## config.mk

```make
export PLATFORM = sky130hd
export DESIGN_NAME = pdl_bank
export DESIGN_NICKNAME = d
export VERILOG_FILES = /design/src/hw/pdl_bank.v /design/src/hw/pdl_lock_mon.v
export VERILOG_INCLUDE_DIRS = /design/src /design/src/inc
export SDC_FILE = /design/constraint.sdc
export NUM_CORES = 1
export LEC_CHECK = 0
export BUFFER_PORTS_ARGS = -buffer_cell sky130_fd_sc_hd__buf_2
export CAP_MARGIN = 40
export CORE_MARGIN = 2
export CORE_UTILIZATION = 30
export CTS_BUF_LIST = sky130_fd_sc_hd__clkbuf_16
export DETAILED_ROUTE_END_ITERATION = 16
export GPL_ROUTABILITY_DRIVEN = 0
export PLACE_DENSITY = 0.51
export SLEW_MARGIN = 15
export SYNTH_ARGS = -nofsm -noshare
export SYNTH_HDL_FRONTEND = slang
export SYNTH_HIERARCHICAL = 1
export SYNTH_SLANG_ARGS = --single-unit
```

## constraint.sdc

```tcl
create_clock -name CORE_CLK -period 4.4 [get_ports CORE_CLK]
set_clock_uncertainty 0.2 [all_clocks]
set_input_delay 0 -clock CORE_CLK [delete_from_list [all_inputs] [get_ports CORE_CLK]]
set_output_delay 0 -clock CORE_CLK [all_outputs]
set_load 0.005 [all_outputs]
```

## src/inc/pdl_consts.vh

```
`ifndef PDL_CONSTS_VH
`define PDL_CONSTS_VH

// Register offsets of the loop's divider and lock-loss bank.
`define PDL_OFS_DIV2_INT_HI    8'h1F
`define PDL_OFS_FRAC_NUM_B1    8'h20
`define PDL_OFS_FRAC_NUM_B2    8'h21
`define PDL_OFS_FRAC_NUM_B3    8'h22
`define PDL_OFS_FRAC_NUM_B4    8'h23
`define PDL_OFS_FRAC_DEN_B1    8'h24
`define PDL_OFS_FRAC_DEN_B2    8'h25
`define PDL_OFS_FRAC_DEN_B3    8'h26
`define PDL_OFS_FRAC_DEN_B4    8'h27
`define PDL_OFS_OUT_EN         8'h28
`define PDL_OFS_LL_CTRL1       8'h29
`define PDL_OFS_LL_CTRL2       8'h2A

// Field positions.
`define PDL_BIT_FORCE_INT      5
`define PDL_INT_HI_MSB         4
`define PDL_OUT_EN_MSB         5
`define PDL_BIT_WAIT_CLK       5
`define PDL_DELAY_MSB          3
`define PDL_DELAY_LSB          1
`define PDL_BIT_CLR_HI         0
`define PDL_BIT_CLR_LO         0
`define PDL_SET_MSB            7
`define PDL_SET_LSB            4

// Reset values.
`define PDL_RST_BYTE           8'h00
`define PDL_RST_INT_HI         6'h00

// Timing.
`define PDL_CLK_HZ             100000000
`define PDL_REF_HZ             4000000
`define PDL_REF_DIV            (`PDL_CLK_HZ / `PDL_REF_HZ)
`define PDL_DELAY_EXP_BASE     26

// Thresholds in units of 0.1 ppm.
`define PDL_THR_0P2            16'h0002
`define PDL_THR_0P4            16'h0004
`define PDL_THR_2              16'h0014
`define PDL_THR_4              16'h0028
`define PDL_THR_20             16'h00C8
`define PDL_THR_40             16'h0190
`define PDL_THR_200            16'h07D0
`define PDL_THR_400            16'h0FA0
`define PDL_THR_2000           16'h4E20
`define PDL_THR_4000           16'h9C40

`endif

```

## src/hw/pdl_bank.v

```verilog
`include "pdl_consts.vh"

module pdl_bank
#(
  parameter DELAY_EXP_BASE = `PDL_DELAY_EXP_BASE,
  parameter CNT_W          = 27
)
(
  // Clock and reset.
  input  wire        CORE_CLK,
  input  wire        RST_N,
  // Register port of the management interface.
  input  wire [7:0]  REG_ADDR,
  input  wire        REG_WR,
  input  wire [7:0]  REG_WDATA,
  input  wire        REG_RD,
  output reg  [7:0]  REG_RDATA,
  // Loop status inputs.
  input  wire        IN_CLK_PRESENT,
  input  wire [15:0] FREQ_ERR,
  input  wire        FREQ_ERR_VALID,
  // Divider configuration.
  output reg  [4:0]  DIV2_INT_HI,
  output reg         DIV2_FORCE_INT,
  output reg  [31:0] DIV2_FRAC_NUM,
  output reg  [31:0] DIV2_FRAC_DEN,
  // Outputs and loop status.
  output reg  [5:0]  OUT_EN,
  output reg         WAKE_DONE,
  output wire        LOCK_LOSS
);

  localparam [2:0] ST_START = 3'b001;
  localparam [2:0] ST_WAIT  = 3'b010;
  localparam [2:0] ST_RUN   = 3'b100;
  localparam integer REF_LAST_I = `PDL_REF_DIV - 1;
  localparam [4:0]   REF_LAST   = REF_LAST_I[4:0];

  reg [5:0]  int_hi_ff;
  reg [31:0] num_ff;
  reg [31:0] den_ff;
  reg [7:0]  out_en_ff;
  reg [7:0]  ll1_ff;
  reg [7:0]  ll2_ff;
  reg [7:0]  rdata_ff;
  reg [7:0]  nxt_rdata;
  reg        clk_meta_ff;
  reg        clk_sync_ff;
  reg [2:0]  state_ff;
  reg [2:0]  nxt_state;
  reg [4:0]  ref_cnt_ff;
  reg        ref_tick_ff;

  // Address match used by every write decode.
  function hit;
    input [7:0] addr;
    input [7:0] ofs;
    begin
      hit = (addr == ofs);
    end
  endfunction

  // Register writes. Reserved bits of 28h and 29h are stored as written.
  always @(posedge CORE_CLK or negedge RST_N)
  begin
    if (!RST_N)
    begin
      int_hi_ff <= `PDL_RST_INT_HI;
      num_ff <= {4{`PDL_RST_BYTE}};
      den_ff <= {4{`PDL_RST_BYTE}};
      out_en_ff <= `PDL_RST_BYTE;
      ll1_ff <= `PDL_RST_BYTE;
      ll2_ff <= `PDL_RST_BYTE;
    end
    else if (REG_WR)
    begin
      if (hit(REG_ADDR, `PDL_OFS_DIV2_INT_HI))
        int_hi_ff <= REG_WDATA[5:0];
      if (hit(REG_ADDR, `PDL_OFS_FRAC_NUM_B1))
        num_ff[7:0] <= REG_WDATA;
      if (hit(REG_ADDR, `PDL_OFS_FRAC_NUM_B2))
        num_ff[15:8] <= REG_WDATA;
      if (hit(REG_ADDR, `PDL_OFS_FRAC_NUM_B3))
        num_ff[23:16] <= REG_WDATA;
      if (hit(REG_ADDR, `PDL_OFS_FRAC_NUM_B4))
        num_ff[31:24] <= REG_WDATA;
      if (hit(REG_ADDR, `PDL_OFS_FRAC_DEN_B1))
        den_ff[7:0] <= REG_WDATA;
      if (hit(REG_ADDR, `PDL_OFS_FRAC_DEN_B2))
        den_ff[15:8] <= REG_WDATA;
      if (hit(REG_ADDR, `PDL_OFS_FRAC_DEN_B3))
        den_ff[23:16] <= REG_WDATA;
      if (hit(REG_ADDR, `PDL_OFS_FRAC_DEN_B4))
        den_ff[31:24] <= REG_WDATA;
      if (hit(REG_ADDR, `PDL_OFS_OUT_EN))
        out_en_ff <= REG_WDATA;
      if (hit(REG_ADDR, `PDL_OFS_LL_CTRL1))
        ll1_ff <= REG_WDATA;
      if (hit(REG_ADDR, `PDL_OFS_LL_CTRL2))
        ll2_ff <= REG_WDATA;
    end
  end

  // Read mux; unmapped offsets read as zero.
  always @*
  begin
    case (REG_ADDR)
      `PDL_OFS_DIV2_INT_HI: nxt_rdata = {2'b00, int_hi_ff};
      `PDL_OFS_FRAC_NUM_B1: nxt_rdata = num_ff[7:0];
      `PDL_OFS_FRAC_NUM_B2: nxt_rdata = num_ff[15:8];
      `PDL_OFS_FRAC_NUM_B3: nxt_rdata = num_ff[23:16];
      `PDL_OFS_FRAC_NUM_B4: nxt_rdata = num_ff[31:24];
      `PDL_OFS_FRAC_DEN_B1: nxt_rdata = den_ff[7:0];
      `PDL_OFS_FRAC_DEN_B2: nxt_rdata = den_ff[15:8];
      `PDL_OFS_FRAC_DEN_B3: nxt_rdata = den_ff[23:16];
      `PDL_OFS_FRAC_DEN_B4: nxt_rdata = den_ff[31:24];
      `PDL_OFS_OUT_EN:      nxt_rdata = out_en_ff;
      `PDL_OFS_LL_CTRL1:    nxt_rdata = ll1_ff;
      `PDL_OFS_LL_CTRL2:    nxt_rdata = ll2_ff;
      default:              nxt_rdata = 8'h00;
    endcase
  end

  always @(posedge CORE_CLK or negedge RST_N)
  begin
    if (!RST_N)
      rdata_ff <= 8'h00;
    else if (REG_RD)
      rdata_ff <= nxt_rdata;
  end

  // Configuration outputs registered once more so they leave from flops.
  always @(posedge CORE_CLK or negedge RST_N)
  begin
    if (!RST_N)
    begin
      REG_RDATA <= 8'h00;
      DIV2_INT_HI <= 5'h00;
      DIV2_FORCE_INT <= 1'b0;
      DIV2_FRAC_NUM <= 32'h00000000;
      DIV2_FRAC_DEN <= 32'h00000000;
      OUT_EN <= 6'h00;
    end
    else
    begin
      REG_RDATA <= rdata_ff;
      DIV2_INT_HI <= int_hi_ff[`PDL_INT_HI_MSB:0];
      DIV2_FORCE_INT <= int_hi_ff[`PDL_BIT_FORCE_INT];
      DIV2_FRAC_NUM <= num_ff;
      DIV2_FRAC_DEN <= den_ff;
      OUT_EN <= out_en_ff[`PDL_OUT_EN_MSB:0];
    end
  end

  // The input-clock detector is asynchronous to this clock.
  always @(posedge CORE_CLK or negedge RST_N)
  begin
    if (!RST_N)
    begin
      clk_meta_ff <= 1'b0;
      clk_sync_ff <= 1'b0;
    end
    else
    begin
      clk_meta_ff <= IN_CLK_PRESENT;
      clk_sync_ff <= clk_meta_ff;
    end
  end

  // Wake-up sequence: leaves reset, optionally waits for the input clock.
  // It lingers in the start state until the first reference tick, so that
  // software has a window to request the wait before the sequence moves on.
  always @*
  begin
    case (state_ff)
      ST_START:
        if (!ref_tick_ff)
          nxt_state = ST_START;
        else if (ll1_ff[`PDL_BIT_WAIT_CLK] && !clk_sync_ff)
          nxt_state = ST_WAIT;
        else
          nxt_state = ST_RUN;
      ST_WAIT:
        if (clk_sync_ff || !ll1_ff[`PDL_BIT_WAIT_CLK])
          nxt_state = ST_RUN;
        else
          nxt_state = ST_WAIT;
      ST_RUN:
        nxt_state = ST_RUN;
      default:
        nxt_state = ST_START;
    endcase
  end

  always @(posedge CORE_CLK or negedge RST_N)
  begin
    if (!RST_N)
    begin
      state_ff <= ST_START;
      WAKE_DONE <= 1'b0;
    end
    else
    begin
      state_ff <= nxt_state;
      WAKE_DONE <= (nxt_state == ST_RUN);
    end
  end

  // 4 MHz reference enable from the core clock.
  always @(posedge CORE_CLK or negedge RST_N)
  begin
    if (!RST_N)
    begin
      ref_cnt_ff <= 5'h00;
      ref_tick_ff <= 1'b0;
    end
    else
    begin
      ref_tick_ff <= (ref_cnt_ff == REF_LAST);
      if (ref_cnt_ff == REF_LAST)
        ref_cnt_ff <= 5'h00;
      else
        ref_cnt_ff <= ref_cnt_ff + 5'h01;
    end
  end

  pdl_lock_mon
  #(
    .DELAY_EXP_BASE (DELAY_EXP_BASE),
    .CNT_W          (CNT_W)
  )
  u_lock_mon
  (
    .CORE_CLK       (CORE_CLK),
    .RST_N          (RST_N),
    .ref_tick       (ref_tick_ff),
    .freq_err       (FREQ_ERR),
    .freq_err_valid (FREQ_ERR_VALID),
    .set_code       (ll2_ff[`PDL_SET_MSB:`PDL_SET_LSB]),
    .clr_code       ({ll1_ff[`PDL_BIT_CLR_HI],
                      ll2_ff[`PDL_BIT_CLR_LO]}),
    .delay_code     (ll1_ff[`PDL_DELAY_MSB:`PDL_DELAY_LSB]),
    .lock_loss_ff   (LOCK_LOSS)
  );

endmodule

```

## src/hw/pdl_lock_mon.v

```verilog
`include "pdl_consts.vh"

module pdl_lock_mon
#(
  parameter DELAY_EXP_BASE = `PDL_DELAY_EXP_BASE,
  parameter CNT_W          = 27
)
(
  // Clock and reset.
  input  wire              CORE_CLK,
  input  wire              RST_N,
  // Timing and measurement.
  input  wire              ref_tick,
  input  wire [15:0]       freq_err,
  input  wire              freq_err_valid,
  // Configuration.
  input  wire [3:0]        set_code,
  input  wire [1:0]        clr_code,
  input  wire [2:0]        delay_code,
  // Status.
  output reg               lock_loss_ff
);

  reg [CNT_W-1:0] cnt_ff;
  reg             below_ff;
  reg [CNT_W-1:0] target;
  reg [15:0]      set_thr;
  reg [15:0]      clr_thr;
  reg             nxt_lock_loss;
  reg             nxt_below;
  reg [CNT_W-1:0] nxt_cnt;
  integer         exp_i;

  function [15:0] set_decode;
    input [3:0] code;
    begin
      case (code)
        4'h0:    set_decode = `PDL_THR_0P2;
        4'h1:    set_decode = `PDL_THR_0P4;
        4'h2:    set_decode = `PDL_THR_2;
        4'h3:    set_decode = `PDL_THR_4;
        4'h4:    set_decode = `PDL_THR_20;
        4'h5:    set_decode = `PDL_THR_40;
        4'h6:    set_decode = `PDL_THR_200;
        4'h7:    set_decode = `PDL_THR_400;
        4'h8:    set_decode = `PDL_THR_2000;
        4'h9:    set_decode = `PDL_THR_4000;
        default: set_decode = `PDL_THR_0P2;
      endcase
    end
  endfunction

  function [15:0] clr_decode;
    input [1:0] code;
    begin
      case (code)
        2'h0:    clr_decode = `PDL_THR_0P2;
        2'h1:    clr_decode = `PDL_THR_0P4;
        2'h2:    clr_decode = `PDL_THR_2;
        default: clr_decode = `PDL_THR_200;
      endcase
    end
  endfunction

  always @*
  begin
    exp_i = 0;
    set_thr = set_decode(set_code);
    clr_thr = clr_decode(clr_code);
    // Short simulation bases would go negative for large codes; clamp.
    exp_i = DELAY_EXP_BASE - 2 * delay_code;
    if (exp_i < 0)
      exp_i = 0;
    target = {{(CNT_W-1){1'b0}}, 1'b1} << exp_i;
    nxt_lock_loss = lock_loss_ff;
    nxt_below = below_ff;
    nxt_cnt = cnt_ff;
    if (lock_loss_ff && below_ff && ref_tick)
    begin
      if (cnt_ff == target - {{(CNT_W-1){1'b0}}, 1'b1})
      begin
        nxt_lock_loss = 1'b0;
        nxt_below = 1'b0;
        nxt_cnt = {CNT_W{1'b0}};
      end
      else
        nxt_cnt = cnt_ff + {{(CNT_W-1){1'b0}}, 1'b1};
    end
    // A fresh sample at or above the clear threshold zeroes the count, so an excursion restarts it.
    if (freq_err_valid)
    begin
      if (freq_err > set_thr)
      begin
        nxt_lock_loss = 1'b1;
        nxt_below = 1'b0;
        nxt_cnt = {CNT_W{1'b0}};
      end
      else if (freq_err < clr_thr)
        nxt_below = 1'b1;
      else
      begin
        nxt_below = 1'b0;
        nxt_cnt = {CNT_W{1'b0}};
      end
    end
  end

  always @(posedge CORE_CLK or negedge RST_N)
  begin
    if (!RST_N)
    begin
      lock_loss_ff <= 1'b1;
      below_ff <= 1'b0;
      cnt_ff <= {CNT_W{1'b0}};
    end
    else
    begin
      lock_loss_ff <= nxt_lock_loss;
      below_ff <= nxt_below;
      cnt_ff <= nxt_cnt;
    end
  end

endmodule

```

* After elaboration in Yosys (flattened, before gate mapping) *
Memory sizes are Yosys's and may differ from the RTL's.
Index checks and enable logic that the tools add are counted.

cells by class
  shift operators = 1
  eq/ne operators = 20
  add/sub/neg operators = 4
  muxes and demuxes = 22
  magnitude comparators = 3
  reductions and logical operators = 22

operators with widths
  cell                                                                            count
  27-bit 2-to-1 mux                                                               5
  8-bit one-hot mux with 12 select lines                                          1
  8-bit by 6-bit == test with 1-bit output (second input constant)                11
  11-bit one-hot mux with 3 select lines                                          1
  32-bit by 1-bit less-than comparator with 1-bit output (second input constant)  1
  32-bit 2-to-1 mux                                                               1
  1-bit by 32-bit left shift with 27-bit output (first input constant)            1
  27-bit by 1-bit adder with 27-bit output (second input constant)                1
  27-bit == test                                                                  1
  27-bit by 1-bit subtractor with 27-bit output (second input constant)           1
  2-bit AND reduction                                                             13
  16-bit > comparator                                                             1
  16-bit by 11-bit less-than comparator with 1-bit output                         1
  1-bit 2-to-1 mux                                                                9
  3-bit 2-to-1 mux                                                                3
  3-bit one-hot mux with 3 select lines                                           1
  8-bit by 5-bit == test with 1-bit output (second input constant)                1
  3-bit == test (second input constant)                                           2
  5-bit by 4-bit subtractor with 6-bit output (first input constant)              1
  5-bit by 1-bit adder with 5-bit output (second input constant)                  1
  5-bit == test (second input constant)                                           1
  5-bit 2-to-1 mux                                                                1
  2-bit nonzero test                                                              2
  3-bit by 1-bit == test with 1-bit output (second input constant)                1
  7 further kinds                                                                 10

word-level totals
  memories = 1
  memory bits (read-only) = 224
  word-level logic and storage cells = 101
  bits in registers = 227
  output and inout port bits = 86
  input port bits = 38

memories
  name              depth  width  read ports  clocked after memory_dff  wr ports  line               RTL
  (name not given)  16     14     1           0                         0         pdl_lock_mon.v:37  case (code)

* Depth between registers and ports, before layout *
  depth in word-level cells = 11
  mapped depth = 13
  gate-level depth less buffers = 11

* By module *
The synthesis kept the hierarchy.

modules (own cells, without submodules)
  module        seq. area each (µm²)  area each (µm²)  cells an instance  instances
  pdl_bank      4956.0                7465.9           506                1
  pdl_lock_mon  726.9                 2850.2           322                1

* Worst setup path after synthesis *
OpenSTA, ideal clock, no wires.

  kind = register -> register
  start point = reg ll2_ff[7]
  end point = reg u_lock_mon.cnt_ff[11]
  setup time = 80 ps
  path buffers = 2
  path slack = 1436 ps
  clock period less this slack = 2964 ps
  required time = 4120 ps
  stages on the path, launching flop included = 13
  arrival = 2683 ps
  cells stage by stage = dfrtp_1 > inv_1 > nor3_1 > a21oi_1 > ha_1 > a2111oi_0 > o21ai_0 > a221oi_1 > o221ai_2 > and2_4 > buf_6 > buf_12 > nor3_2

on the way
  word-level cells in the longest chain between the ends = 4

ends and longest elaborated chain
  element                           line                RTL
  start, declared                   pdl_bank.v:44       reg [7:0] ll2_ff;
  start signal, assigned            pdl_bank.v:73       ll2_ff <= `PDL_RST_BYTE;
  memory 16 x 14 bit                n/a
  16-bit > comparator               pdl_lock_mon.v:92   if (freq_err > set_thr)
  27-bit 2-to-1 mux                 pdl_lock_mon.v:92
  27-bit 2-to-1 mux                 pdl_lock_mon.v:90   if (freq_err_valid)
  named net u_lock_mon.nxt_cnt[11]  pdl_lock_mon.v:31   reg [CNT_W-1:0] nxt_cnt;
  end signal, assigned              pdl_lock_mon.v:114  cnt_ff <= {CNT_W{1'b0}};
  end signal, assigned              pdl_lock_mon.v:120  cnt_ff <= nxt_cnt;
  end, declared                     pdl_lock_mon.v:24   reg [CNT_W-1:0] cnt_ff;

The timed path passes the listed nets, and every way through them passes these cells.
A chain may end at the register's enable or synchronous reset.

* Worst setup path after layout *
  start point = reg ll2_ff[0]
  end point = reg u_lock_mon.cnt_ff[0]

on the way
  word-level cells in the longest chain between the ends = 6
  elaborated cells between the ends (all ways) = 8
  classes of those cells = order compare (1); eq/ne (2); mux (4); reduce/logical (1)

ends and longest elaborated chain
  element                                                    line               RTL
  2-bit == test (tied with other cells)                      pdl_lock_mon.v:56  case (code)
  11-bit one-hot mux with 3 select lines *                   pdl_lock_mon.v:56
  16-bit by 11-bit less-than comparator with 1-bit output *  pdl_lock_mon.v:98  else if (freq_err < clr_thr)
  27-bit 2-to-1 mux *                                        pdl_lock_mon.v:98
  27-bit 2-to-1 mux *                                        pdl_lock_mon.v:92
  27-bit 2-to-1 mux *                                        pdl_lock_mon.v:90
  named net u_lock_mon.nxt_cnt[0]                            pdl_lock_mon.v:31

Mark *: on every way through the listed nets, which the timed path passes. The rest lies on a longest branch.

==> impl_metrics.json <==
{
  "outcome": "completed",
  "synthArstFlopShare_pct": 100.0,
  "place_hpwl_um": 19090,
  "postPlaceCellArea_um2": 11380,
  "ys_seq_area_share_pct": 55.09,
  "worst-setup-path-type": "flop to flop",
  "rsz0062_at_grt": "no",
  "synthCells": 828,
  "row_count": 67,
  "grt_start_max_net_pins": 138,
  "clk_path_buf_depth": 3,
  "syn_to_final_growth_pct": 20.81,
  "dr.pass1.iters": 5,
  "ff2ff_path_depth": 12,
  "synth_area_leaders": "dfrtp_1 55%, mux2_2 11%, ha_1 4.5%",
  "worstPathRequired_ns": 4.66,
  "setup_tns_ns": 0,
  "synth_top_family_by_area": "simple AND/OR/NAND/NOR gates",
  "hp-start": "REG_ADDR[6]",
  "fin_nets": 1050,
  "coreArea_um2": 33700,
  "synth_nets": 903,
  "vias_per_cell": 4.978,
  "synth_top_area_share_pct": 54.58,
  "max_slew.worst_pin.slew_ns": 1.029,
  "fmax_mhz": 237.9,
  "fp.dieH_um": 189.4,
  "synth_top_area_cell": "dfrtp_1",
  "fin_crit_ns": 4.203,
  "utilization_pct": 36.98,
  "crit_path_max_fanout": 5,
  "htreeDepth": 1,
  "detail-route-antenna-nets": 0,
  "insertion_delay_ns": 0.52,
  "synth_area_um2": 10320,
  "io_buffers": 123,
  "fp.dieW_um": 189.4,
  "cts_tree": "yes",
  "cts_made_buffers": 25,
  "finalHoldViolations": 0,
  "setup_viol": 0,
  "timing.rr.end": "u_lock_mon/cnt_ff[0]",
  "vias": 7173,
  "synthTopCellsByCount": "225 x dfrtp_1, 100 x mux2_2, 42 x nand2_1, 37 x ha_1, 37 x nor2_1",
  "io_pins": 124,
  "leakagePower_nw": 5.956,
  "start_util_pct": 30.61,
  "antenna_found_initial": 0,
  "cap_viol_max_count": 0,
  "synth.most_common_cell": "dfrtp_1",
  "grt_use_total_pct": 15.29,
  "reg2reg_setup_slack_ns": 0.20,
  "grt_pass1_wl_um": 42840,
  "min_path_type": "input port to flop",
  "synth-edff-count": 0,
  "grt_overflow": 0,
  "synth_compound_area_share_pct": 8.308,
  "grt_pass1_vias": 7288,
  "slew_violations": 0,
  "antenna_cells": 0,
  "fin_crit_sh_pct": 95.53,
  "ys_warn_count": 6,
  "synthFlopType": "dfrtp_1",
  "cts-root-buf": "clkbuf_16",
  "cts_num_sinks": 227,
  "ir_worst_vdd_mv": 0.2376,
  "holdPathStages": 5,
  "routed_wl_um": 27410,
  "avgRoutedWirePerCell_um": 19.02,
  "cts.clk_slew.worst_paths_ns": 0.06,
  "muxShareOfSynthArea_pct": 12.72,
  "drc": 0,
  "ys_types": 77,
  "setup.worst_path.start": "ll2_ff[0]",
  "drt_iter0_drc": 474,
  "synthXorXnorAreaFrac_pct": 2.632,
  "synth-simple-area-share_pct": 13.95,
  "synthAdderAreaFrac_pct": 4.488,
  "p_per_area_nw_per_um2": 374.2,
  "end_kind": "flop",
  "avgSynthCellArea_um2": 12.46,
  "crit_path_start_kind": "flop",
  "hold_ws_ns": 0.01444,
  "power_mw": 4.663,
  "die_area_um2": 35890,
  "layout-drive-gt1-share_pct": 31.62,
  "final_area_um2": 12460,
  "worstHoldEndpoint": "den_ff[14]",
  "reg2reg_from": "ll2_ff[0]",
  "synth_seq_cells": 227,
  "slew_headroom_pct": 31.41,
  "cp.arrival_ns": 4.46
}
==> cell usage in the layout, fill, tap and decap left out, types with 11 or more instances in the layout <==
cell,Yosys,final
a22oi_1,13,13
nand2_1,42,42
nor3_2,16,16
inv_1,25,29
nand2b_1,12,12
nand4_1,13,13
xor2_1,20,20
buf_2,9,122
dfrtp_1,225,224
ha_1,37,37
mux2_2,100,100
nor3_1,23,23
a21oi_1,21,21
nand3_1,15,15
nor2_1,37,37
dlygate4sd3_1,0,26
o21ai_0,19,19
nor2b_1,14,14
mux2i_1,13,13
xnor2_1,11,11
clkbuf_16,0,25
==> cell type report <==
class	count	area (um^2)
tap	448	560.5
clock buffer	25	625.6
sequential	227	5684
multi-input combinational	538	4343
timing repair buffer	158	957.2
inverter	25	93.84
fill	3365	21240
clock inverter	20	198.9
==> kinds of logic after synthesis <==
kind of cell	Yosys count
adders and majority gates	37
xor gates and xnor gates	31
and+or+nand+nor	236
buffers and inverters	63
DFF	227
muxes	116
AOI/OAI and AO/OA	118
==> routing by layer <==
metal  routed length [um]  track usage [%]  vias up
met1                13190            22.59     3649
met4                  643            3.936        0
met2                12250            23.32      174
li1                     -                -     3309
met5                    0                0        -
met3                 1322            2.428       41
==> state kept, by name (all words and copies together) (netlist names), 8 cells and up <==
name / count
DIV2_FRAC_DEN: 32
DIV2_FRAC_NUM: 32
REG_RDATA: 8
den_ff: 32
ll1_ff: 8
ll2_ff: 8
num_ff: 32
out_en_ff: 8
rdata_ff: 8
u_lock_mon/cnt_ff: 27
==> worst max-delay path by stage <==
stage	endpoint	slack (ns)	cells past startpoint
after floorplan	u_lock_mon/cnt_ff[11]	1.44	12
after global placement	u_lock_mon/below_ff	1.01	9
after detailed placement	u_lock_mon/below_ff	0.97	9
after CTS	u_lock_mon/cnt_ff[0]	0.09	12
after global routing	u_lock_mon/cnt_ff[0]	0.03	12
final	u_lock_mon/cnt_ff[0]	0.20	12
==> stage by stage <==
step / instances / worst slack [ns]
after CTS: 1441 / 0.08719
after detailed placement: 1370 / 0.9681
final: 1441 / 0.1968
after floorplan: 828 / 1.436
after global placement: 1367 / 1.011
after global routing: 1441 / 0.02765
==> power by group <==
group / switching, mW / leakage (nW) / total, mW / internal (mW)
Clock: 0.843 / 0.426 / 2.11 / 1.27
Combinational: 0.197 / 2.41 / 0.334 / 0.137
Sequential: 0.0552 / 3.12 / 2.22 / 2.16
==> timing repair <==
action | 4_1_cts | 5_1_grt
setup buffers | 0 | 0
endpoints found under the setup margin | 0 | 1
hold buffers | 26 | 0
gates resized for setup | 0 | 2
hold endpoints to repair | 266 | 0
==> critical path, cell delays in order (launching register included) <==
cell	delay, ns
dfrtp_1	0.45
ha_1	0.26
inv_2	0.11
ha_1	0.25
a21o_1	0.16
a2111o_1	0.39
dlygate4sd3_1	0.57
a21oi_2	0.10
dlygate4sd3_1	0.57
o221ai_2	0.10
dlygate4sd3_1	0.60
a21oi_1	0.23
o31a_1	0.16
No activity file was read; power rests on OpenSTA's default activity.
